File: config.mk
export PLATFORM = sky130hd
export DESIGN_NAME = npt_next_page_reg
export DESIGN_NICKNAME = d
export VERILOG_FILES = /design/src/common/npt_pkg.sv /design/src/common/npt_arb_if.sv /design/src/rtl/npt_toggle_track.sv /design/src/rtl/npt_next_page_reg.sv
export VERILOG_INCLUDE_DIRS = /design/src /design/src/common
export SDC_FILE = /design/constraint.sdc
export NUM_CORES = 1
export LEC_CHECK = 0
export BUFFER_PORTS_ARGS = -buffer_cell sky130_fd_sc_hd__buf_4
export CORE_ASPECT_RATIO = 0.6
export CORE_MARGIN = 2
export CORE_UTILIZATION = 47
export CTS_CLUSTER_DIAMETER = 50
export DETAILED_ROUTE_END_ITERATION = 12
export GPL_ROUTABILITY_DRIVEN = 0
export PLACE_DENSITY = 0.85
export RECOVER_POWER = 100
export REMOVE_ABC_BUFFERS = 1
export SLEW_MARGIN = 20
export SYNTH_ARGS = -nofsm -noshare
export SYNTH_HDL_FRONTEND = slang
export SYNTH_SLANG_ARGS = --single-unit
File: constraint.sdc
create_clock -name aclk -period 1.6 [get_ports aclk]
set_input_delay 0 -clock aclk [delete_from_list [all_inputs] [get_ports aclk]]
set_output_delay 0 -clock aclk [all_outputs]
set_load 0.03 [all_outputs]
File: src/common/npt_defines.svh
// Constants for the next-page transmit register block
// Notes on behaviour
// (RULE1) Bit 15 requests another next page, resets 0
// (RULE2) Bit 14 reserved: writes dropped, reads zero
// (RULE3) Bit 13 selects message or unformatted page
// (RULE4) Bit 12 comply acknowledge, writable, resets 0
// (RULE5) Bit 11 read-only toggle, inverse of previous
// (RULE6) Code field writable, resets to null page
// (RULE7) Writes leave toggle unchanged, other fields update; code updates them only in bytes whose write strobe is set
`ifndef NPT_DEFINES_SVH
`define NPT_DEFINES_SVH

// Register index and byte address (index times four)
`define NPT_IDX_NEXT_PAGE_TX   8'h07
`define NPT_ADDR_NEXT_PAGE_TX  8'h1C
`define NPT_ADDR_W             8

// Field positions
`define NPT_BIT_NEXT_PAGE      15
`define NPT_BIT_RESERVED       14
`define NPT_BIT_MSG_PAGE       13
`define NPT_BIT_COMPLY         12
`define NPT_BIT_TOGGLE         11
`define NPT_CODE_MSB           10
`define NPT_CODE_LSB           0

// Reset values
`define NPT_RST_NEXT_PAGE      1'h0
`define NPT_RST_MSG_PAGE       1'h1
`define NPT_RST_COMPLY         1'h0
`define NPT_RST_TOGGLE         1'h0
`define NPT_RST_CODE           11'h001

// Bus responses
`define NPT_RESP_OKAY          2'h0
`define NPT_RESP_DECERR        2'h3

`endif

File: src/common/npt_pkg.sv
// Types shared by the next-page transmit register block
package npt_pkg;

	typedef logic [15:0] npt_word_t;
	typedef logic [1:0]  npt_resp_t;

	// Register bank and bus slave state
	typedef struct packed {
		logic        aw_held;
		logic [7:0]  aw_addr;
		logic        w_held;
		logic [15:0] w_data;
		logic [1:0]  w_strb;
		logic        bvalid;
		npt_resp_t   bresp;
		logic        rvalid;
		logic [31:0] rdata;
		npt_resp_t   rresp;
		logic        next_page_request;
		logic        message_page_select;
		logic        comply_acknowledge;
		logic [10:0] code;
	} npt_reg_state_t;

	// Toggle tracker state
	typedef struct packed {
		logic toggle;
	} npt_tog_state_t;

endpackage

File: src/common/npt_arb_if.sv
// Link code word exchange signals between register bank and toggle tracker
`timescale 1ns/1ps
interface npt_arb_if;
	logic exchanged;       // One-cycle pulse: a link code word was exchanged
	logic exchanged_tog;   // Toggle bit carried by that word
	logic toggle;          // Toggle to send in the next word

	modport bank (output exchanged, output exchanged_tog, input toggle);
	modport tracker (input exchanged, input exchanged_tog, output toggle);
endinterface

File: src/rtl/npt_toggle_track.sv
// Toggle bit tracker driven by the arbitration exchange events
`timescale 1ns/1ps
`include "npt_defines.svh"
module npt_toggle_track (
	input  wire logic     aclk,
	input  wire logic     aresetn,
	npt_arb_if.tracker    arb
);
	import npt_pkg::*;

	npt_tog_state_t s;
	npt_tog_state_t next_s;

	// Toggle takes the inverse of the last exchanged toggle bit
	always_comb begin
		next_s = s;
		if (arb.exchanged) begin
			next_s.toggle = ~arb.exchanged_tog; // RULE5
		end
	end

	// State register
	always_ff @(posedge aclk) begin
		if (!aresetn) begin
			s.toggle <= `NPT_RST_TOGGLE; // RULE5
		end else begin
			s <= next_s;
		end
	end

	assign arb.toggle = s.toggle;
endmodule

File: src/rtl/npt_next_page_reg.sv
// Next-page transmit register with an AXI4-Lite slave port
//
// Implementation choice: the AXI4-Lite slave port.
`timescale 1ns/1ps
`include "npt_defines.svh"
module npt_next_page_reg (
	input  wire logic              aclk,
	input  wire logic              aresetn,
	input  wire logic [7:0]        s_axi_awaddr,
	input  wire logic [2:0]        s_axi_awprot,
	input  wire logic              s_axi_awvalid,
	output logic                   s_axi_awready,
	input  wire logic [31:0]       s_axi_wdata,
	input  wire logic [3:0]        s_axi_wstrb,
	input  wire logic              s_axi_wvalid,
	output logic                   s_axi_wready,
	output npt_pkg::npt_resp_t     s_axi_bresp,
	output logic                   s_axi_bvalid,
	input  wire logic              s_axi_bready,
	input  wire logic [7:0]        s_axi_araddr,
	input  wire logic [2:0]        s_axi_arprot,
	input  wire logic              s_axi_arvalid,
	output logic                   s_axi_arready,
	output logic [31:0]            s_axi_rdata,
	output npt_pkg::npt_resp_t     s_axi_rresp,
	output logic                   s_axi_rvalid,
	input  wire logic              s_axi_rready,
	input  wire logic              lcw_exchanged,
	input  wire logic              lcw_exchanged_toggle,
	output npt_pkg::npt_word_t     next_page_tx_word
);
	import npt_pkg::*;

	npt_reg_state_t s;
	npt_reg_state_t next_s;
	npt_arb_if      arb ();

	////////////////////////////////////////////////////////////////////////////
	// Toggle tracker

	assign arb.exchanged     = lcw_exchanged;
	assign arb.exchanged_tog = lcw_exchanged_toggle;

	npt_toggle_track u_toggle (
		.aclk    (aclk),
		.aresetn (aresetn),
		.arb     (arb)
	);

	////////////////////////////////////////////////////////////////////////////
	// Register image

	// Assemble the 16-bit word from stored fields and the live toggle
	function automatic npt_word_t npt_image(input npt_reg_state_t st, input logic tog);
		npt_word_t w;
		w = 16'h0000;
		w[`NPT_BIT_NEXT_PAGE] = st.next_page_request; // RULE1
		w[`NPT_BIT_RESERVED]  = 1'b0; // RULE2
		w[`NPT_BIT_MSG_PAGE]  = st.message_page_select; // RULE3
		w[`NPT_BIT_COMPLY]    = st.comply_acknowledge; // RULE4
		w[`NPT_BIT_TOGGLE]    = tog; // RULE5
		w[`NPT_CODE_MSB:`NPT_CODE_LSB] = st.code; // RULE6
		return w;
	endfunction

	////////////////////////////////////////////////////////////////////////////
	// Bus handshakes

	// Write address and write data each hold one beat until the write is done; read address waits while rvalid is set
	assign s_axi_awready = !s.aw_held;
	assign s_axi_wready  = !s.w_held;
	assign s_axi_arready = !s.rvalid;

	////////////////////////////////////////////////////////////////////////////
	// Next state

	always_comb begin
		next_s = s;

		// Response channels drop once taken
		if (s.bvalid && s_axi_bready) begin
			next_s.bvalid = 1'b0;
		end
		if (s.rvalid && s_axi_rready) begin
			next_s.rvalid = 1'b0;
		end

		// Capture write address and write data in either order
		if (!s.aw_held && s_axi_awvalid) begin
			next_s.aw_held = 1'b1;
			next_s.aw_addr = s_axi_awaddr;
		end
		if (!s.w_held && s_axi_wvalid) begin
			next_s.w_held = 1'b1;
			next_s.w_data = s_axi_wdata[15:0];
			next_s.w_strb = s_axi_wstrb[1:0];
		end

		// Perform the write once both halves are held and no response waits
		if (s.aw_held && s.w_held && !s.bvalid) begin
			next_s.aw_held = 1'b0;
			next_s.w_held  = 1'b0;
			next_s.bvalid  = 1'b1;
			if ({s.aw_addr[7:2], 2'b00} == `NPT_ADDR_NEXT_PAGE_TX) begin
				next_s.bresp = `NPT_RESP_OKAY;
				if (s.w_strb[1]) begin // RULE2 RULE7
					next_s.next_page_request   = s.w_data[`NPT_BIT_NEXT_PAGE]; // RULE1
					next_s.message_page_select = s.w_data[`NPT_BIT_MSG_PAGE]; // RULE3
					next_s.comply_acknowledge  = s.w_data[`NPT_BIT_COMPLY]; // RULE4
					next_s.code[10:8]          = s.w_data[10:8]; // RULE6
				end
				if (s.w_strb[0]) begin
					next_s.code[7:0] = s.w_data[7:0]; // RULE6
				end
				// Bits 14 and 11 of the write data are dropped
			end else begin
				next_s.bresp = `NPT_RESP_DECERR;
			end
		end

		// Read: answer one cycle after the address is taken
		if (s_axi_arvalid && !s.rvalid) begin
			next_s.rvalid = 1'b1;
			if ({s_axi_araddr[7:2], 2'b00} == `NPT_ADDR_NEXT_PAGE_TX) begin
				next_s.rdata = {16'h0000, npt_image(s, arb.toggle)}; // RULE2
				next_s.rresp = `NPT_RESP_OKAY;
			end else begin
				next_s.rdata = 32'h00000000;
				next_s.rresp = `NPT_RESP_DECERR;
			end
		end
	end

	////////////////////////////////////////////////////////////////////////////
	// State register

	always_ff @(posedge aclk) begin
		if (!aresetn) begin
			s.aw_held             <= 1'b0;
			s.aw_addr             <= 8'h00;
			s.w_held              <= 1'b0;
			s.w_data              <= 16'h0000;
			s.w_strb              <= 2'h0;
			s.bvalid              <= 1'b0;
			s.bresp               <= `NPT_RESP_OKAY;
			s.rvalid              <= 1'b0;
			s.rdata               <= 32'h00000000;
			s.rresp               <= `NPT_RESP_OKAY;
			s.next_page_request   <= `NPT_RST_NEXT_PAGE; // RULE1
			s.message_page_select <= `NPT_RST_MSG_PAGE; // RULE3
			s.comply_acknowledge  <= `NPT_RST_COMPLY; // RULE4
			s.code                <= `NPT_RST_CODE; // RULE6
		end else begin
			s <= next_s;
		end
	end

	////////////////////////////////////////////////////////////////////////////
	// Outputs

	assign s_axi_bvalid      = s.bvalid;
	assign s_axi_bresp       = s.bresp;
	assign s_axi_rvalid      = s.rvalid;
	assign s_axi_rdata       = s.rdata;
	assign s_axi_rresp       = s.rresp;
	assign next_page_tx_word = npt_image(s, arb.toggle); // Word sent in the next page
endmodule

## After elaboration in Yosys (flattened, before gate mapping)

Index checks and enable logic that the tools add are counted.

- Equal/unequal tests: 2
- Muxes and demuxes: 6
- Bitwise operators: 2
- Reductions and logical operators: 16

Operator list:

| kind | count |
|---|---|
| two-way mux 35 bit | 1 |
| two-way mux 18 bit | 1 |
| == test 6 x 3 -> 1 bit, second input constant | 2 |
| logical AND 1 bit | 7 |
| AND reduction 3 bit | 2 |
| logical NOT 1 bit | 4 |
| nonzero test 2 bit | 2 |
| two-way mux 3 bit | 1 |
| two-way mux 1 bit | 2 |
| two-way mux 2 bit | 1 |
| inverter 1 bit | 2 |
| OR reduction 2 bit | 1 |

- Flip-flop bits (word level): 81
- Bits of input ports: 67
- Output and inout port bits: 57
- Logic and storage cells: 42

## Depth between registers and ports, before layout

Gate-level depths: netlist of the first run.

- Depth after elaboration: 3
- Gate-level depth with buffers: 5
- Mapped depth without buffers: 3

## By module

Synthesis of the first run repeated with hierarchy kept, for this count alone.

- Cells, all modules: 309
- Area total of the unflattened synthesis: 2746.4 um^2

Modules (own cells, without submodules):

| module | instances | cells an instance | area each (um^2) | seq. area each (um^2) |
|---|---|---|---|---|
| npt_next_page_reg | 1 | 306 | 2712.6 | 1141.1 |
| npt_toggle_track | 1 | 3 | 33.8 | 20.0 |

## Worst setup path before layout of the first run

No wires, ideal clock.

- Path type: register -> register
- Start point: register s (netlist bit s_axi_bvalid)
- End point: register s (netlist bit next_page_tx_word[0])
- Library setup time: 0.072 ns
- Arrival: 1.426 ns
- Required time: 1.528 ns
- Slack: 0.102 ns
- Cell stages (with the launch flop): 4
- Path buffers: 0
- Clock period less this slack: 1.498 ns
- Cell sequence: dfxtp_1 nand3b_2 nor4_4 mux2i_1

- Longest elaborated chain between the ends: 3

RTL lines:

| element | RTL line | RTL |
|---|---|---|
| start, declared | npt_next_page_reg.sv:34 | `npt_reg_state_t s;` |
| start signal, assigned | npt_next_page_reg.sv:154 | `s <= next_s;` |
| logical NOT 1 bit | npt_next_page_reg.sv:100 | `if (s.aw_held && s.w_held && !s.bvalid) begin` |
| logical AND 1 bit | npt_next_page_reg.sv:100 |  |
| AND reduction 3 bit (no source line) | n/a |  |

Every way passes these cells.
A chain may end at the register's enable or synchronous reset.

## Worst setup path in the final report of the first run

- Start point: register s (netlist bit s_axi_bvalid)
- End point: register s (netlist bit next_page_tx_word[10])

Same word-level chain as after synthesis.

==> flow_metrics.py, run 1 <==
metrics = {
    "sta": {
        "finalSetupViolations": 0,
        "fmax_ghz": 0.724,
        "timing.final.crit_period_ns": 1.38,
        "tightest_slew_ns": 0.665,
        "period_share": 0.863,
        "slew_viol_final": 0,
        "tns_ns": 0,
        "fin_skew_ns": 0.00822,
        "slew_headroom": 0.557,
        "finalHoldViolations": 0,
        "rsz0062_at_grt": "false",
    },
    "clocking": {
        "clockRootBuffer": "clkbuf_8",
        "ctsResizeCount": 0,
        "cts_tree": "yes",
        "path_clk_slew_ns": 0.07,
        "postCtsSetupRepairBufs": 0,
        "htree_levels": 3,
        "clk_latency_ns": 0.34,
        "cts_buffers": 9,
        "clock_path_buffers": 2,
        "clkSinkCount": 58,
    },
    "floorplanning": {
        "core-area_um2": 5600,
        "dieArea_um2": 6490,
        "rows": 21,
        "dieHeight_um": 63.2,
        "pin_count": 124,
        "start_util": 0.491,
        "die_w_um": 103,
    },
    "drt": {
        "vias": 2163,
        "avgRoutedWirePerCell_um": 12.8,
        "drt_pass1_iterations": 4,
        "drtIter0Drc": 64,
        "viasPerCell": 4.65,
        "ant_nets": 0,
        "drc": 0,
        "wl_mm": 5.97,
    },
    "logic_synthesis": {
        "syn_inst": 309,
        "synth.distinct_cells": 23,
        "syn_area_um2": 2750,
        "ys_seq_area_frac": 0.423,
        "synth-seq-cells": 58,
        "yosys_warnings": 0,
        "syn_avg_cell_area_um2": 8.89,
    },
    "cells_and_area": {
        "post-route-cell-area_um2": 3430,
        "fillCellCount": 526,
        "fin_nets": 447,
        "insertedDiodeCount": 0,
        "final_common_cell": "nand2_1",
        "drive_above_1_share": 0.174,
        "layoutNonFillerInstCount": 465,
        "syn_to_final_growth_pct": 25.1,
        "layout_common_cells": "nand2_1, dfxtp_1, buf_4, clkbuf_1, a21boi_0",
    },
    "placement": {
        "port-buffer-count": 75,
        "dpl_cell_area_um2": 3080,
        "dp_hpwl_mm": 4.01,
        "placedCellCount": 420,
    },
    "worst_setup_path": {
        "r2r-start": "s_axi_bvalid$_SDFFE_PN0P_",
        "path_buf_inv": 1,
        "r2r-end": "next_page_tx_word[10]$_SDFFE_PN0P_",
        "critPathMaxFanout": 6,
        "end_kind": "flop",
        "cp_cell_sequence": "nand3b_2 > nor4_4 > clkbuf_2 > mux2i_1",
        "worstPathRequired_ns": 1.86,
        "critPathKind": "reg -> reg",
        "critPathSlowestCell": "dfxtp_1",
        "worst_path_largest_cell_delay_ns": 0.33,
        "crit_start": "s_axi_bvalid$_SDFFE_PN0P_",
        "r2r_slack_ns": 0.22,
        "crit_cells": 4,
        "cp-start-kind": "flop",
        "worstPathArrival_ns": 1.64,
        "cp_top_family": "simple AND/OR/NAND/NOR gates",
        "reg2regPathDepth": 4,
    },
    "run": {
        "drv_cap": 0,
    },
    "grt": {
        "grt_pass1_wl_mm": 9.53,
        "antenna_found_initial": 0,
        "grt_usage": 0.191,
        "grt_pass1_vias": 2051,
        "overflow": 0,
        "grt_max_degree": 54,
    },
    "hold_path": {
        "whs_endpoint": "next_page_tx_word[3]$_SDFFE_PN0P_",
        "min-delay-start": "aresetn",
        "holdPathStages": 3,
        "min-delay-path-class": "in -> reg",
    },
    "pwr": {
        "p_leak_uw": 0.00135,
        "vdd_drop_max_v": 0.000519,
        "power.density_nw_per_um2": 1000,
    },
    "status": {
        "status": "completed",
    },
}
synthesized netlist by cell type:
library cell	count	area (µm²)
clkbuf_1	16	60.1
nand2b_1	4	25.0
nand3b_2	1	11.3
o311a_2	1	11.3
o211a_1	3	30.0
nand2b_2	1	8.76
nand4_1	15	93.8
inv_1	4	15.0
nand4bb_4	1	27.5
buf_4	52	390
nor2_1	5	18.8
nand2_1	74	278
nor2b_1	13	81.3
and4b_1	1	10.0
mux2i_1	20	200
bufinv_8	1	17.5
buf_2	3	15.0
a21boi_0	30	225
conb_1	1	3.75
a21boi_1	2	15.0
nand3_1	1	5.00
nor4_4	2	42.5
dfxtp_1	58	1160
flip-flops by register name, summed over array words and instances, names as in the netlist:
signal               cells
s_axi_bvalid             1
u_toggle.arb.toggle      1
s_axi_rvalid             1
s_axi_bresp              1
s                       24
s_axi_rdata             15
next_page_tx_word       14
s_axi_rresp              1
cell families after synthesis:
kind of cell | Yosys count | synth area share
compound gates | 36 | 0.103
buf+inv | 76 | 0.181
flops | 58 | 0.423
mux | 20 | 0.0729
other cells | 1 | 0.00137
simple gates | 118 | 0.219
through the flow:
step / hold WS, ns / power, µW / util / worst slack [ns]
3_3_place_gp: 0.213 / 1940 / 0.551 / 0.303
6_report: 0.148 / 3450 / 0.614 / 0.219
3_5_place_dp: 0.221 / 1950 / 0.551 / 0.234
2_1_floorplan: 0.116 / 1770 / - / 0.102
5_1_grt: 0.141 / 3590 / 0.614 / 0.0729
4_1_cts: 0.135 / 3490 / 0.642 / 0.235
worst max path at each step:
stage                                                    end  slack (ns)
after floorplan            next_page_tx_word[0]$_SDFFE_PN1P_        0.10
after global placement     next_page_tx_word[7]$_SDFFE_PN0P_        0.30
after detailed placement   next_page_tx_word[1]$_SDFFE_PN0P_        0.23
after CTS                  next_page_tx_word[1]$_SDFFE_PN0P_        0.23
after global routing      next_page_tx_word[12]$_SDFFE_PN0P_        0.07
final                     next_page_tx_word[10]$_SDFFE_PN0P_        0.22
routing by layer:
| layer | share of wire | GRT usage | up-vias |
|---|---|---|---|
| li1 | - | - | 1089 |
| met1 | 0.45 | 0.232 | 992 |
| met2 | 0.46 | 0.307 | 74 |
| met3 | 0.072 | 0.0855 | 8 |
| met4 | 0.010 | 0.0500 | 0 |
| met5 | 0 | 0 | - |
area by class of cell:
class                   count  area, µm²  share of cell area
clock inverters             5       77.6              0.0226
multi-input cells         192       1150               0.335
repair buffers            114        771               0.224
well taps                  80        100              0.0291
clock buffers              11        141              0.0412
inverters                   5       32.5             0.00947
flip-flops and latches     58       1160               0.338
tightest hold or removal path, delay by kind of cell:
family | cells | cell delay, ns
simple gates | 1 | 0.12
buf+inv | 1 | 0.25
mux | 1 | 0.05
where the power goes:
group / internal, µW / switching, µW / total, µW
combinational: 189 / 248 / 437
sequential: 1490 / 32.0 / 1520
clock: 914 / 577 / 1490
total: 2590 / 856 / 3450
what timing repair did:
| item | CTS | global route |
|---|---|---|
| hold buffers | 29 | 0 |
| setup endpoints to repair | 0 | 0 |
| hold endpoints to repair | 27 | 0 |
Power figures use the tool's default switching activity.
==> run 2: changes to the inputs <==
Settings changed: ABC_CLOCK_PERIOD_IN_PS set to 1600, CORE_ASPECT_RATIO 0.6 to not set, CTS_CLUSTER_SIZE set to 28.
==> run 2 against run 1 <==
  * Clock skew barely moved
  * Count of clock-buffer cells in the layout stayed put
  * Global-route usage decreased by 1.1 points
  * Worst hold slack gained 0.028 ns
  * Die area decreased by 0.31%
==> flow_metrics.py, run 2 (synthesis results as in run 1) <==
metrics = {
    "status": {
        "status": "completed",
    },
    "grt": {
        "grt_usage": 0.180,
        "grt_pass1_vias": 1911,
        "antenna_found_initial": 0,
        "grt_pass1_wl_mm": 8.74,
        "overflow": 0,
        "grt_max_degree": 72,
    },
    "hold_path": {
        "min-delay-path-class": "in -> reg",
        "whs_endpoint": "s_axi_rdata[5]$_SDFFE_PN0P_",
        "holdPathStages": 5,
        "min-delay-start": "s_axi_araddr[6]",
    },
    "sta": {
        "slew_viol_final": 0,
        "finalSetupViolations": 0,
        "rsz0062_at_grt": "false",
        "slew_headroom": 0.594,
        "fin_skew_ns": 0.00797,
        "period_share": 0.852,
        "tns_ns": 0,
        "tightest_slew_ns": 0.609,
        "finalHoldViolations": 0,
        "fmax_ghz": 0.733,
        "timing.final.crit_period_ns": 1.36,
    },
    "floorplanning": {
        "core-area_um2": 5570,
        "pin_count": 124,
        "start_util": 0.493,
        "rows": 27,
        "dieHeight_um": 80.4,
        "die_w_um": 80.4,
        "dieArea_um2": 6470,
    },
    "clocking": {
        "postCtsSetupRepairBufs": 0,
        "cts_buffers": 9,
        "path_clk_slew_ns": 0.07,
        "ctsResizeCount": 0,
        "clock_path_buffers": 2,
        "clockRootBuffer": "clkbuf_8",
        "cts_tree": "yes",
        "clk_latency_ns": 0.33,
        "clkSinkCount": 58,
        "htree_levels": 3,
        "cts_hold_buffers": 29,
    },
    "pwr": {
        "power.density_nw_per_um2": 978,
        "clockPowerShare": 0.412,
        "p_int_uw": 2470,
        "total_power_uw": 3310,
        "switching_power_uw": 841,
        "combPwrFrac": 0.129,
        "vdd_drop_max_v": 0.000467,
        "p_leak_uw": 0.00133,
        "switching_share": 0.254,
        "p_seq_frac": 0.460,
    },
    "worst_setup_path": {
        "end_kind": "flop",
        "critPathKind": "reg -> reg",
        "critPathMaxFanout": 6,
        "worstPathArrival_ns": 1.62,
        "worst_path_largest_cell_delay_ns": 0.33,
        "r2r-end": "next_page_tx_word[8]$_SDFFE_PN0P_",
        "worstPathRequired_ns": 1.86,
        "r2r-start": "s_axi_bvalid$_SDFFE_PN0P_",
        "r2r_slack_ns": 0.24,
        "cp-start-kind": "flop",
        "critPathSlowestCell": "dfxtp_1",
        "cp_cell_sequence": "nand3b_2 > nor4_4 > clkbuf_2 > mux2i_1",
        "reg2regPathDepth": 4,
    },
    "drt": {
        "drc": 0,
        "wl_mm": 5.88,
        "avgRoutedWirePerCell_um": 12.9,
        "drt_pass1_iterations": 4,
        "ant_nets": 0,
        "viasPerCell": 4.71,
        "vias": 2139,
        "drtIter0Drc": 32,
    },
    "cells_and_area": {
        "drive_above_1_share": 0.170,
        "layoutNonFillerInstCount": 454,
        "syn_to_final_growth_pct": 23.3,
        "top_register": "s",
        "fillCellCount": 497,
        "final_common_cell": "nand2_1",
        "insertedDiodeCount": 0,
        "regArea_um2": 1160,
        "largest_register_ffs": 24,
        "layout_common_cells": "nand2_1, dfxtp_1, clkbuf_1, buf_4, a21boi_0",
        "multiInputGateArea_um2": 1150,
        "fin_nets": 444,
    },
    "run": {
        "drv_cap": 0,
    },
    "placement": {
        "dp_hpwl_mm": 3.84,
        "placedCellCount": 409,
        "port-buffer-count": 75,
    },
}
## run 2: changes by cell type in the layout (fill, tap and decap cells not counted)
cell,before,now
clkinv_2,2,3
clkbuf_1,41,40
bufinv_16,2,1
a21boi_0,31,32
clkbuf_8,10,11
buf_4,42,39
a21boi_1,1,0
## run 2: area by class of cell
| cell class | instances | area share |
|---|---|---|
| sequential | 58 | 0.343 |
| multi-input combinational | 192 | 0.340 |
| timing repair buffer | 111 | 0.221 |
| clock buffer | 11 | 0.0447 |
| tap | 72 | 0.0266 |
| clock inverter | 5 | 0.0155 |
| inverter | 5 | 0.00960 |
## run 2: worst max-delay path by stage
stage                                   start                            endpoint  slack [ns]
global placement    s_axi_bvalid$_SDFFE_PN0P_   next_page_tx_word[0]$_SDFFE_PN1P_        0.31
global route        s_axi_bvalid$_SDFFE_PN0P_  next_page_tx_word[12]$_SDFFE_PN0P_        0.14
finish              s_axi_bvalid$_SDFFE_PN0P_   next_page_tx_word[8]$_SDFFE_PN0P_        0.24
detailed placement  s_axi_bvalid$_SDFFE_PN0P_   next_page_tx_word[3]$_SDFFE_PN0P_        0.28
CTS                 s_axi_bvalid$_SDFFE_PN0P_   next_page_tx_word[6]$_SDFFE_PN0P_        0.22
floorplan           s_axi_bvalid$_SDFFE_PN0P_   next_page_tx_word[0]$_SDFFE_PN1P_        0.10
## run 2: critical path, delay by kind of cell (launching register included)
family / cells / cell delay [ns]
flip-flops: 1 / 0.33
AND/OR/NAND/NOR: 2 / 0.49
multiplexers: 1 / 0.20
buffers and inverters: 1 / 0.27
## run 2: stage by stage
step                      setup WS [ns]  hold WS [ns]  area (µm²)   util
after floorplan                   0.102         0.116        2340      -
after global placement            0.312         0.216        3050  0.547
after detailed placement          0.278         0.222        3050  0.547
after CTS                         0.219         0.162        3540  0.636
after global routing              0.143         0.206        3390  0.608
final                             0.236         0.176        3390  0.608
## run 2: per-layer routing
metal / vias to the layer above / wire length [µm] / track usage / share of wire
li1: 1081 / - / - / -
met1: 998 / 2380 / 0.186 / 0.41
met2: 51 / 3140 / 0.335 / 0.53
met3: 9 / 228 / 0.0371 / 0.039
met4: 0 / 129 / 0.0966 / 0.022
met5: - / 0 / 0 / 0
## run 2: power groups by stage
| stage | Sequential [µW] | Clock, µW | Combinational (µW) |
|---|---|---|---|
| 6_report | 1520 | 1360 | 426 |
| 5_1_grt | 1530 | 1430 | 459 |
| 4_1_cts | 1520 | 1380 | 444 |
| 3_5_place_dp | 1550 | 0 | 386 |
| 3_3_place_gp | 1550 | 0 | 377 |
| 2_1_floorplan | 1570 | 0 | 199 |
==> run 3: changes to the inputs <==
Settings changed: ABC_CLOCK_PERIOD_IN_PS 1600 to 1120, CORE_UTILIZATION 47 to 42, PLACE_DENSITY 0.85 to 0.81.
Clock period 1.6 ns to 1.12 ns, I/O delays scaled along.
==> run 3 against run 2 <==
  * The flow now finishes with violations (negative setup slack)
  * Final cell count up 4.6%
  * Global-route usage down 1.1 points
  * Worst hold slack got worse by 0.059 ns
  * Sequential power rose by 43%
  * Via count grew 3.3%
  * Wire length increased by 5.3%
  * Sequential share of layout area fell by 2.1 points
  * Clock power rose by 37%
  * Combinational power is 67% higher
  * Sequential cell count did not move
==> flow_metrics.py, run 3 (synthesis results as in run 1) <==
metrics = {
    "drt": {
        "ant_nets": 0,
        "viasPerCell": 4.65,
        "drc": 0,
        "avgRoutedWirePerCell_um": 13.0,
        "drtIter0Drc": 64,
        "drt_pass1_iterations": 4,
        "vias": 2209,
        "wl_mm": 6.19,
    },
    "sta": {
        "tns_ns": -1.85,
        "whs_ns": 0.117,
        "finalSetupViolations": 14,
        "fmax_ghz": 0.770,
        "fin_skew_ns": 0.00694,
        "rsz0062_at_grt": "true",
        "timing.final.crit_period_ns": 1.30,
        "finalHoldViolations": 0,
        "layout_setup_ws_ns": -0.179,
        "period_share": 1.16,
        "slew_viol_final": 0,
    },
    "cells_and_area": {
        "largest_register_ffs": 24,
        "final_common_cell": "nand2_1",
        "multiInputGateArea_um2": 1190,
        "drive_above_1_share": 0.271,
        "syn_to_final_growth_pct": 31.8,
        "fin_nets": 460,
        "utilization": 0.570,
        "layout_common_cells": "nand2_1, dfxtp_1, buf_4, dlygate4sd3_1, a21boi_0",
        "top_register": "s",
        "fillCellCount": 564,
        "regArea_um2": 1160,
        "insertedDiodeCount": 0,
    },
    "worst_setup_path": {
        "r2r-start": "s[77]$_SDFFE_PN0P_",
        "r2r-end": "next_page_tx_word[8]$_SDFFE_PN0P_",
        "end_kind": "flop",
        "r2r_slack_ns": -0.18,
        "critPathKind": "reg -> reg",
        "reg2regPathDepth": 5,
        "worstPathRequired_ns": 1.37,
        "cp-start-kind": "flop",
        "worstPathArrival_ns": 1.55,
        "critPathMaxFanout": 6,
    },
    "grt": {
        "grt_pass1_vias": 2114,
        "grt_usage": 0.169,
        "antenna_found_initial": 0,
        "overflow": 0,
        "grt_pass1_wl_mm": 9.65,
        "grt_max_degree": 43,
    },
    "hold_path": {
        "whs_endpoint": "next_page_tx_word[2]$_SDFFE_PN0P_",
        "min-delay-path-class": "in -> reg",
        "min-delay-start": "aresetn",
        "holdPathStages": 3,
    },
    "placement": {
        "port-buffer-count": 75,
        "preCtsSetupSlack_ns": -0.170,
        "dp_hpwl_mm": 4.17,
    },
    "status": {
        "status": "finished with violations",
        "failed_checks": "negative setup slack",
    },
    "floorplanning": {
        "pin_count": 124,
        "dieArea_um2": 7200,
        "die_w_um": 84.9,
        "start_util": 0.433,
        "core-area_um2": 6350,
        "rows": 29,
        "dieHeight_um": 84.9,
    },
    "run": {
        "drv_cap": 0,
    },
    "clocking": {
        "htree_levels": 3,
        "clockRootBuffer": "clkbuf_8",
        "clock_path_buffers": 2,
        "clkSinkCount": 58,
        "clk_latency_ns": 0.32,
        "cts_buffers": 9,
        "path_clk_slew_ns": 0.06,
        "cts_tree": "yes",
    },
    "pwr": {
        "p_leak_uw": 0.00153,
        "vdd_drop_max_v": 0.000633,
        "total_power_uw": 4750,
        "power.density_nw_per_um2": 1310,
    },
}
-- run 3: changes by cell type in the layout (fill, tap and decap cells not counted), sizes merged --
| cell | change |
|---|---|
| bufinv | -1 |
| clkinvlp | -1 |
| clkbuf | -2 |
| clkinv | -2 |
| buf | +22 |
-- run 3: worst max path at each step --
| stage | slack [ns] | startpoint | endpoint |
|---|---|---|---|
| finish | -0.18 | s[77]$_SDFFE_PN0P_ | next_page_tx_word[8]$_SDFFE_PN0P_ |
| global route | -0.25 | s[77]$_SDFFE_PN0P_ | next_page_tx_word[7]$_SDFFE_PN0P_ |
| CTS | -0.18 | s[77]$_SDFFE_PN0P_ | next_page_tx_word[7]$_SDFFE_PN0P_ |
| detailed placement | -0.17 | s[77]$_SDFFE_PN0P_ | next_page_tx_word[7]$_SDFFE_PN0P_ |
| global placement | -0.13 | s[77]$_SDFFE_PN0P_ | next_page_tx_word[4]$_SDFFE_PN0P_ |
| floorplan | -0.38 | s_axi_bvalid$_SDFFE_PN0P_ | next_page_tx_word[0]$_SDFFE_PN1P_ |
-- run 3: routing by layer --
layer | share of wire | track usage
met5 | 0 | 0
met1 | 0.43 | 0.200
met2 | 0.52 | 0.301
met4 | 0.017 | 0.0808
met3 | 0.037 | 0.0214
-- run 3: final cells by class --
class | count | area share
Sequential cell | 58 | 0.322
Clock inverter | 1 | 0.00138
Clock buffer | 15 | 0.0543
Inverter | 5 | 0.00898
Tap cell | 77 | 0.0266
Timing Repair Buffer | 127 | 0.257
Multi-Input combinational cell | 192 | 0.330
-- run 3: worst max-delay path, cell delays in order (launching register included) --
cell,delay (ns)
dfxtp_2,0.32
nand4bb_4,0.24
buf_4,0.17
nor4_4,0.13
buf_6,0.17
mux2i_1,0.20
-- run 3: timing repair --
action                     CTS  global route
hold buffers                29             0
gates cloned                 0             1
pin swaps                    1             0
gates resized for setup      9            19
hold endpoints to repair    27             0
setup endpoints to repair   21            39
setup buffers                0             1
-- run 3: report_power, final --
part	internal [µW]	switching, µW
registers	2130	44.8
clock network	1100	760
logic	339	373
-- run 3: per-stage QoR --
step / cells / instance area, µm²
detailed placement: 428 / 3160
CTS: 473 / 3680
finish: 475 / 3620
floorplan: 255 / 2340
global route: 475 / 3620
global placement: 428 / 3160
